==> src/rtl/fault_policy_cfg.svh <==
// constants for the output fault response policy block
`ifndef FAULT_POLICY_CFG_SVH
`define FAULT_POLICY_CFG_SVH

// ---------------------------------------------------------------
// command codes and reset values
// ---------------------------------------------------------------
`define CMD_UV_ACTION 8'h45
`define CMD_OC_ACTION 8'h47
`define CMD_TON_ACTION 8'h63
`define UV_ACTION_RESET 8'hb8
`define OC_ACTION_RESET 8'h00
`define TON_ACTION_RESET 8'hb8

// ---------------------------------------------------------------
// response byte fields
// ---------------------------------------------------------------
`define RESP_HI 7
`define RESP_LO 6
`define RETRY_HI 5
`define RETRY_LO 3
`define DELAY_HI 2
`define DELAY_LO 0

// ---------------------------------------------------------------
// status bit positions
// ---------------------------------------------------------------
`define SB_NONE_ABOVE 0
`define SB_CML 1
`define SW_VOUT 15
`define SV_UV_FAULT 4
`define SV_TON_MAX 2

// ---------------------------------------------------------------
// timing
// ---------------------------------------------------------------
`define CLOCK_HZ 10000000
`define DELAY_UNIT_NS 10000
`define DELAY_UNIT_CYCLES ((`DELAY_UNIT_NS * (`CLOCK_HZ / 1000000)) / 1000)

`endif

==> src/rtl/fault_policy_pkg.sv <==
// types for the output fault response policy block
package fault_policy_pkg;

    // response field encodings
    typedef enum logic [1:0]
    {
        RESP_IGNORE = 2'h0,
        RESP_DEGLITCH = 2'h1,
        RESP_SHUTDOWN = 2'h2,
        RESP_BAD = 2'h3
    } response_t;

    // channel sequencing status from the channel sequencer
    typedef struct packed
    {
        logic active;
        logic ton_delay_done;
        logic ton_rise_done;
        logic toff_fall;
        logic uv_reached;
        logic oc_present;
        logic ton_max_reached;
    } seq_status_t;

    // clear events from the command decoder
    typedef struct packed
    {
        logic clear_faults;
        logic off_on;
        logic restore_user;
        logic soft_reset;
    } clear_evt_t;

    // policy state, gray coded along idle-delay-off-wait
    typedef enum logic [1:0]
    {
        ST_RUN = 2'h0,
        ST_DELAY = 2'h1,
        ST_OFF = 2'h3,
        ST_RETRY = 2'h2
    } policy_state_t;

endpackage

==> src/rtl/delay_timer.sv <==
// cycle counter in 10 us ticks for the deglitch delay
`include "fault_policy_cfg.svh"
module delay_timer
(
    input wire logic clock,
    input wire logic reset,
    input wire logic start,
    input wire logic run,
    input wire logic [2:0] ticks,
    output logic expired
);
    localparam int UNIT = `DELAY_UNIT_CYCLES;
    logic [6:0] sub;
    logic [2:0] left;

    // -----------------------------------------------------------
    // tick prescaler and down counter
    // -----------------------------------------------------------
    always_ff @(posedge clock)
    begin
        if (reset || start || !run)
        begin
            sub <= 7'h00;
            left <= start ? ticks : 3'h0;
            expired <= 1'b0;
        end
        else if (left == 3'h0)
        begin
            expired <= 1'b1; // zero delay acts next cycle
        end
        else if (sub == 7'(UNIT - 1))
        begin
            sub <= 7'h00;
            left <= left - 3'h1;
        end
        else
        begin
            sub <= sub + 7'h01;
        end
    end
endmodule

==> src/rtl/retry_timer.sv <==
// spacing counter between restart attempts
module retry_timer
(
    input wire logic clock,
    input wire logic reset,
    input wire logic start,
    input wire logic [15:0] interval,
    output logic done
);
    logic [15:0] count;
    logic busy;

    // -----------------------------------------------------------
    // count the programmed interval, pulse done at the end
    // -----------------------------------------------------------
    always_ff @(posedge clock)
    begin
        if (reset)
        begin
            count <= 16'h0000;
            busy <= 1'b0;
            done <= 1'b0;
        end
        else if (start)
        begin
            count <= interval;
            busy <= 1'b1;
            done <= 1'b0;
        end
        else if (busy && count == 16'h0000)
        begin
            busy <= 1'b0;
            done <= 1'b1;
        end
        else
        begin
            count <= busy ? count - 16'h0001 : count;
            done <= 1'b0;
        end
    end
endmodule

==> src/rtl/fault_policy.sv <==
// per-channel undervoltage and turn-on timeout fault response policy
`include "fault_policy_cfg.svh"

// Behaviour
// - uv fault sets status bits and alert
// - uv masked until turn-on criteria met
// - uv masked while channel inactive
// - uv masked during rise and fall
// - response 00 ignores fault, still reports
// - response 01 waits delay then retry policy
// - response 10 shuts down immediately, retry policy
// - response 11 write to uv or turn-on byte raises cml fault
// - retry 000 stays off after shutdown until a clear event
// - other retry restarts continuously at interval
// - delay field counts 10 us units
// - fault bits sticky until clear events
// - turn-on timeout sets status and alert
// - turn-on max of zero disables timeout
// - discontinuous mode until turn-on max exceeded
// - overcurrent action byte at 0x47, reset 00
// - undervoltage action byte at 0x45, reset b8
module fault_policy
(
    input wire logic CLOCK,
    input wire logic RESET,
    input wire logic WR_STROBE,
    input wire logic [7:0] WR_CODE,
    input wire logic [7:0] WR_DATA,
    input wire logic [7:0] RD_CODE,
    output logic [7:0] RD_DATA,
    input wire logic [15:0] TON_MAX_LIMIT,
    input wire logic [15:0] RESTART_INTERVAL_SETTING,
    input wire fault_policy_pkg::seq_status_t SEQ,
    input wire logic UV_DETECT,
    input wire logic TON_MAX_FAULT,
    input wire logic ALERT_MASK,
    input wire fault_policy_pkg::clear_evt_t CLR,
    output logic OUTPUT_ENABLE,
    output logic RESTART_REQ,
    output logic DISCONTINUOUS,
    output logic UV_QUALIFIED,
    output logic [7:0] STATUS_BYTE,
    output logic [15:0] STATUS_WORD,
    output logic [7:0] STATUS_VOUT,
    output logic ALERT
);
    logic [7:0] uv_action;
    logic [7:0] oc_action;
    logic [7:0] ton_action;
    fault_policy_pkg::policy_state_t state;
    logic uv_live;
    logic uv_event;
    logic ton_event;
    logic bad_write;
    logic clear_any;
    logic delay_expired;
    logic retry_done;
    logic retry_start;
    logic dly_start;

    // field decode shared by both action bytes
    function automatic fault_policy_pkg::response_t resp_of(input logic [7:0] b);
        resp_of = fault_policy_pkg::response_t'(b[`RESP_HI:`RESP_LO]);
    endfunction

    function automatic logic [2:0] retry_of(input logic [7:0] b);
        retry_of = b[`RETRY_HI:`RETRY_LO];
    endfunction

    // -----------------------------------------------------------
    // action byte registers
    // -----------------------------------------------------------
    // the unsupported response is rejected for the uv and turn-on bytes so the old policy stays; the overcurrent byte takes it
    assign bad_write = WR_STROBE && (WR_CODE == `CMD_UV_ACTION || WR_CODE == `CMD_TON_ACTION)
                       && resp_of(WR_DATA) == fault_policy_pkg::RESP_BAD;
    always_ff @(posedge CLOCK)
    begin
        if (RESET || CLR.restore_user || CLR.soft_reset)
        begin
            uv_action <= `UV_ACTION_RESET;
            oc_action <= `OC_ACTION_RESET;
            ton_action <= `TON_ACTION_RESET;
        end
        else if (WR_STROBE && !bad_write)
        begin
            if (WR_CODE == `CMD_UV_ACTION)
                uv_action <= WR_DATA;
            if (WR_CODE == `CMD_OC_ACTION)
                oc_action <= WR_DATA;
            if (WR_CODE == `CMD_TON_ACTION)
                ton_action <= WR_DATA;
        end
    end

    // read mux, unknown codes read zero
    always_ff @(posedge CLOCK)
    begin
        if (RESET)
            RD_DATA <= 8'h00;
        else if (RD_CODE == `CMD_UV_ACTION)
            RD_DATA <= uv_action;
        else if (RD_CODE == `CMD_OC_ACTION)
            RD_DATA <= oc_action;
        else if (RD_CODE == `CMD_TON_ACTION)
            RD_DATA <= ton_action;
        else
            RD_DATA <= 8'h00;
    end

    // -----------------------------------------------------------
    // undervoltage masking
    // -----------------------------------------------------------
    assign uv_live = SEQ.active && SEQ.ton_max_reached && SEQ.ton_delay_done && SEQ.ton_rise_done
                     && SEQ.uv_reached && !SEQ.oc_present
                     && !SEQ.toff_fall;
    assign uv_event = uv_live && UV_DETECT;
    assign ton_event = TON_MAX_FAULT && TON_MAX_LIMIT != 16'h0000;
    assign clear_any = CLR.clear_faults || CLR.off_on || CLR.restore_user || CLR.soft_reset;

    always_ff @(posedge CLOCK)
    begin
        if (RESET)
            UV_QUALIFIED <= 1'b0;
        else
            UV_QUALIFIED <= uv_live;
    end

    // discontinuous switching until the turn-on limit is passed
    always_ff @(posedge CLOCK)
    begin
        if (RESET)
            DISCONTINUOUS <= 1'b1;
        else
            DISCONTINUOUS <= SEQ.active && !SEQ.ton_max_reached;
    end

    // -----------------------------------------------------------
    // sticky status, set wins over clear
    // -----------------------------------------------------------
    always_ff @(posedge CLOCK)
    begin
        if (RESET)
        begin
            STATUS_BYTE <= 8'h00;
            STATUS_WORD <= 16'h0000;
            STATUS_VOUT <= 8'h00;
        end
        else
        begin
            if (clear_any)
            begin
                STATUS_BYTE <= 8'h00;
                STATUS_WORD <= 16'h0000;
                STATUS_VOUT <= 8'h00;
            end
            if (uv_event || ton_event)
            begin
                STATUS_BYTE[`SB_NONE_ABOVE] <= 1'b1;
                STATUS_WORD[`SW_VOUT] <= 1'b1;
                STATUS_WORD[`SB_NONE_ABOVE] <= 1'b1;
            end
            if (uv_event)
                STATUS_VOUT[`SV_UV_FAULT] <= 1'b1;
            if (ton_event)
                STATUS_VOUT[`SV_TON_MAX] <= 1'b1;
            if (bad_write)
            begin
                STATUS_BYTE[`SB_CML] <= 1'b1;
                STATUS_WORD[`SB_CML] <= 1'b1;
            end
        end
    end

    // alert follows any sticky bit unless masked
    always_ff @(posedge CLOCK)
    begin
        if (RESET)
            ALERT <= 1'b0;
        else
            ALERT <= !ALERT_MASK && (STATUS_BYTE != 8'h00 || uv_event || ton_event || bad_write);
    end

    // -----------------------------------------------------------
    // response state machine
    // -----------------------------------------------------------
    // turn-on timeout takes response and delay from its own byte, retry from the uv byte; both share one output path
    fault_policy_pkg::policy_state_t next_state;
    logic [7:0] act;
    always_comb
    begin
        act = ton_event ? ton_action : uv_action;
        next_state = state;
        dly_start = 1'b0;
        retry_start = 1'b0;
        case (state)
            fault_policy_pkg::ST_RUN:
            begin
                if ((uv_event || ton_event) && resp_of(act) == fault_policy_pkg::RESP_DEGLITCH)
                begin
                    next_state = fault_policy_pkg::ST_DELAY;
                    dly_start = 1'b1;
                end
                else if ((uv_event || ton_event) && resp_of(act) == fault_policy_pkg::RESP_SHUTDOWN)
                begin
                    next_state = fault_policy_pkg::ST_OFF;
                end
                // response 00: stay running, status still set
            end
            fault_policy_pkg::ST_DELAY:
            begin
                if (!UV_DETECT && !ton_event)
                    next_state = fault_policy_pkg::ST_RUN;
                else if (delay_expired)
                    next_state = fault_policy_pkg::ST_OFF;
            end
            fault_policy_pkg::ST_OFF:
            begin
                if (retry_of(uv_action) != 3'h0)
                begin
                    next_state = fault_policy_pkg::ST_RETRY;
                    retry_start = 1'b1;
                end
                else if (clear_any)
                    next_state = fault_policy_pkg::ST_RUN;
            end
            fault_policy_pkg::ST_RETRY:
            begin
                if (retry_done)
                    next_state = fault_policy_pkg::ST_RUN;
            end
            default:
                next_state = fault_policy_pkg::ST_RUN;
        endcase
    end

    always_ff @(posedge CLOCK)
    begin
        if (RESET || !SEQ.active)
            state <= fault_policy_pkg::ST_RUN; // commanded off ends retry
        else
            state <= next_state;
    end

    // output drive and one-cycle restart request
    always_ff @(posedge CLOCK)
    begin
        if (RESET)
        begin
            OUTPUT_ENABLE <= 1'b1;
            RESTART_REQ <= 1'b0;
        end
        else
        begin
            OUTPUT_ENABLE <= next_state == fault_policy_pkg::ST_RUN
                             || next_state == fault_policy_pkg::ST_DELAY;
            RESTART_REQ <= state == fault_policy_pkg::ST_RETRY && retry_done;
        end
    end

    delay_timer u_delay
    (
        .clock(CLOCK),
        .reset(RESET),
        .start(dly_start),
        .run(state == fault_policy_pkg::ST_DELAY),
        .ticks(act[`DELAY_HI:`DELAY_LO]),
        .expired(delay_expired)
    );

    retry_timer u_retry
    (
        .clock(CLOCK),
        .reset(RESET),
        .start(retry_start),
        .interval(RESTART_INTERVAL_SETTING),
        .done(retry_done)
    );

    // -----------------------------------------------------------
    // checks
    // -----------------------------------------------------------
    property p_cml;
        @(posedge CLOCK) disable iff (RESET)
        bad_write |=> STATUS_BYTE[`SB_CML];
    endproperty
    a_cml: assert property (p_cml) else $error("cml bit not set");

    property p_uv_status;
        @(posedge CLOCK) disable iff (RESET)
        uv_event |=> STATUS_VOUT[`SV_UV_FAULT] && STATUS_WORD[`SW_VOUT];
    endproperty
    a_uv_status: assert property (p_uv_status) else $error("uv status missing");

    property p_inactive;
        @(posedge CLOCK) disable iff (RESET)
        !SEQ.active |=> !UV_QUALIFIED;
    endproperty
    a_inactive: assert property (p_inactive) else $error("uv live while inactive");

    property p_fall;
        @(posedge CLOCK) disable iff (RESET)
        SEQ.toff_fall |=> !UV_QUALIFIED;
    endproperty
    a_fall: assert property (p_fall) else $error("uv live during fall");

    property p_ignore;
        @(posedge CLOCK) disable iff (RESET)
        state == fault_policy_pkg::ST_RUN && SEQ.active && uv_event && !ton_event
        && resp_of(uv_action) == fault_policy_pkg::RESP_IGNORE |=> OUTPUT_ENABLE;
    endproperty
    a_ignore: assert property (p_ignore) else $error("ignored fault shut down");

    property p_shut;
        @(posedge CLOCK) disable iff (RESET)
        state == fault_policy_pkg::ST_RUN && SEQ.active && uv_event && !ton_event
        && resp_of(uv_action) == fault_policy_pkg::RESP_SHUTDOWN |=> !OUTPUT_ENABLE;
    endproperty
    a_shut: assert property (p_shut) else $error("no immediate shutdown");

    property p_sticky;
        @(posedge CLOCK) disable iff (RESET)
        STATUS_VOUT[`SV_UV_FAULT] && !clear_any |=> STATUS_VOUT[`SV_UV_FAULT];
    endproperty
    a_sticky: assert property (p_sticky) else $error("fault bit dropped");

    property p_latch_off;
        @(posedge CLOCK) disable iff (RESET)
        state == fault_policy_pkg::ST_OFF && retry_of(uv_action) == 3'h0 && !clear_any && SEQ.active
        |=> state == fault_policy_pkg::ST_OFF;
    endproperty
    a_latch_off: assert property (p_latch_off) else $error("restart without retry");

    property p_ton_zero;
        @(posedge CLOCK) disable iff (RESET)
        TON_MAX_LIMIT == 16'h0000 && !uv_event && !bad_write && STATUS_BYTE == 8'h00
        |=> STATUS_VOUT[`SV_TON_MAX] == 1'b0 || $past(STATUS_VOUT[`SV_TON_MAX]);
    endproperty
    a_ton_zero: assert property (p_ton_zero) else $error("timeout with zero limit");
endmodule

==> config.mk <==
export PLATFORM = sky130hd
export DESIGN_NAME = fault_policy
export DESIGN_NICKNAME = d
export VERILOG_FILES = /design/src/rtl/fault_policy_pkg.sv /design/src/rtl/delay_timer.sv /design/src/rtl/retry_timer.sv /design/src/rtl/fault_policy.sv
export VERILOG_INCLUDE_DIRS = /design/src /design/src/rtl
export SDC_FILE = /design/constraint.sdc
export NUM_CORES = 1
export LEC_CHECK = 0
export ABC_AREA = 1
export BUFFER_PORTS_ARGS = -buffer_cell sky130_fd_sc_hd__buf_4
export CAP_MARGIN = 20
export CORE_MARGIN = 4
export CORE_UTILIZATION = 46
export DETAILED_ROUTE_END_ITERATION = 8
export GPL_TIMING_DRIVEN = 0
export PLACE_DENSITY = 0.72
export SYNTH_ARGS = -nofsm -noshare
export SYNTH_HDL_FRONTEND = slang
export SYNTH_SLANG_ARGS = --single-unit
==> constraint.sdc <==
create_clock -name CLOCK -period 2.45 [get_ports CLOCK]
set_input_delay 0.245 -clock CLOCK [delete_from_list [all_inputs] [get_ports CLOCK]]
set_output_delay 0.245 -clock CLOCK [all_outputs]
set_load 0.02 [all_outputs]
==> impl_metrics.ini <==
[setup_path]
critPathCaptureType = flop
cp-start-kind = flop
path_max_fanout = 8
crit_arrival_ns = 1.94
required_ns = 2.42
r2r_cells = 7
reg2reg_from = u_delay.left[0]
r2r_end = u_delay.left[1]
rrSetupSlack_ns = 0.48
critPathKind = flop to flop

[pwr]
ir_worst_vdd_v = 0.0003994
power_density_mw_per_mm2 = 515.9
leakagePower_nw = 2.667

[yosys]
synth_cell_type_count = 45
synth_warnings = 0
syn_area_sq_mm = 0.004103
synth_top_area_share_pct = 33.67
synth_area_leaders = dfxtp_1, nand2_1, nor2_1
synth-seq-cells = 72
ys_seq_area_share_pct = 35.86
yosysTopAreaCell = dfxtp_1
syn_inst = 601
avgSynthCellArea_sq_um = 6.826

[floorplan]
core_sq_mm = 0.008721
dieWidth_um = 102.4
row_count = 34
ios = 118
die_area_sq_mm = 0.01049
die_h_um = 102.4
start_util_pct = 47.04

[clock_tree]
clk_transition_reported_paths_ns = 0.08
cts_made_buffers = 9
postCtsHoldBufs = 0
ctsResizeCount = 0
cts_sinks = 72
cts_setup_buffers = 0
clock_latency_ns = 0.35
root_buffer = clkbuf_8
cts_tree = yes
htree_levels = 3
ctsLongestPathBuffers = 2

[sta]
setup_viol = 0
fin_tns_setup_ns = 0
maxSlewHeadroom_pct = 40.06
fmax_ghz = 0.5066
drv_slew = 0
skew_ns = 0.01116
finalHoldViolCount = 0
final.min_clock_period_ns = 1.974
rsz0062_at_grt = false
min_period_over_period_pct = 80.56
tightest_slew_ns = 0.8917

[finish]
layout_common_cells = nand2_1, buf_4, nor2_1, inv_1, dfxtp_1
antenna_cells = 0
regArea_sq_mm = 0.001471
stdcell_count = 840
num-fill-cells = 828
fin_nets = 804
final_common_cell = nand2_1
layout-drive-gt1-share_pct = 25.00
syn_to_final_growth_pct = 28.09
multi_input_area_sq_mm = 0.002131
fin_util_pct = 60.26

[hold_path]
hold_path_depth = 2
hold_end = DISCONTINUOUS
min_path_type = primary input to flop
min_from = SEQ[0]

[placed_design]
gp_congestion = 0.9170
portBuffers = 91
place_inst = 824
place_hpwl_mm = 8.346

[detailed_routing]
drc = 0
drt_iter0_markers = 186
wl_per_cell_um = 12.58
first_pass_iters = 5
drt_wl_total_mm = 10.56
vias_per_cell = 4.885
drtAntennaViolNets = 0
via_count = 4103

[global_routing]
grt_overflow = 0
grt_use_total_pct = 20.97
grt_first_pass_wirelength_mm = 17.36
grt_pass1_vias = 3829
antenna_found_initial = 0
grt_max_degree = 14

[run_status]
status = completed

[run]
cap_violations = 0
Yosys cell counts (all sizes together):
library cell	count
nor2	101
clkinv	2
o21bai	2
nor4	3
ha	4
xnor2	2
nand2	137
edfxtp	3
o211ai	13
a211oi	1
nor3	12
o41ai	1
mux2i	2
xor2	5
clkbuf	5
and3	2
inv	74
a21oi	22
dfxtp	69
buf	38
nor3b	3
conb	1
a31oi	2
nand3b	1
nand4	10
or2	9
o21ai	26
nand3	51
power breakdown:
group,internal (mW),total [mW],switching (mW)
Sequential,1.19,1.20,0.0108
Clock,0.678,1.14,0.459
Combinational,0.170,0.371,0.202
worst max-delay path, cell delays in order, from the launching register on:
cell and delay [ns]:
edfxtp_1 0.32, inv_1 0.07, ha_1 0.19, inv_1 0.05
nor2_1 0.07, inv_1 0.12, nand2_1 0.10, o41ai_2 0.70
worst max path at each step:
stage | start | endpoint | slack [ns] | depth (start not counted)
2_1_floorplan | u_delay.left[0] | u_delay.left[0] | 0.77 | 7
3_3_place_gp | u_delay.left[0] | u_delay.left[1] | 0.55 | 7
3_5_place_dp | u_delay.left[0] | u_delay.left[1] | 0.47 | 7
4_1_cts | u_delay.left[0] | u_delay.left[1] | 0.46 | 7
5_1_grt | u_delay.left[0] | u_delay.left[1] | 0.33 | 7
6_report | u_delay.left[0] | u_delay.left[1] | 0.48 | 7
layer usage:
metal / vias up / wire, um / global-route usage [%]
li1: 2117 / - / -
met1: 1823 / 4494 / 27.10
met2: 149 / 5135 / 34.56
met3: 14 / 768 / 5.666
met4: 0 / 166 / 5.651
met5: - / 0 / 0
final cells by class:
class	instances	share of cell area [%]
Multi-Input combinational cell	434	40.55
Sequential cell	72	28.00
Timing Repair Buffer	91	13.00
Buffer	43	5.786
Inverter	76	5.452
Tap cell	108	2.571
Clock buffer	9	2.357
Clock inverter	7	2.286
cell families (layout without fill, tap and decap cells):
kind of cell	Yosys count	count (layout)	synth area share (%)
xor gates and xnor gates	7	7	1.494
and+or+nand+nor	329	329	36.47
adders and majority gates	4	4	1.220
AOI/OAI and AO/OA	67	67	9.972
other	1	25	0.09140
muxes	2	2	0.4880
DFF	72	72	35.86
buffers and inverters	119	226	14.39
state kept, by name, summed over array words and instances, names as in the netlist, 2 cells and up:
name and cells:
u_retry.count 16, RD_DATA 8, oc_action 8, ton_action 8
uv_action 8, u_delay.sub 7, u_delay.left 3, STATUS_VOUT 2
state 2
per-stage QoR:
step | power, mW | worst slack [ns] | instance area [sq um] | hold WS, ns
5_1_grt | 2.839 | 0.3279 | 5255 | 0.1143
3_5_place_dp | 1.597 | 0.4691 | 5011 | 0.4255
6_report | 2.711 | 0.4762 | 5255 | 0.1265
2_1_floorplan | 1.448 | 0.7697 | 4193 | 0.3543
3_3_place_gp | 1.588 | 0.5519 | 5011 | 0.4263
4_1_cts | 2.728 | 0.4631 | 5255 | 0.1131
Power figures use the tool's default switching activity.
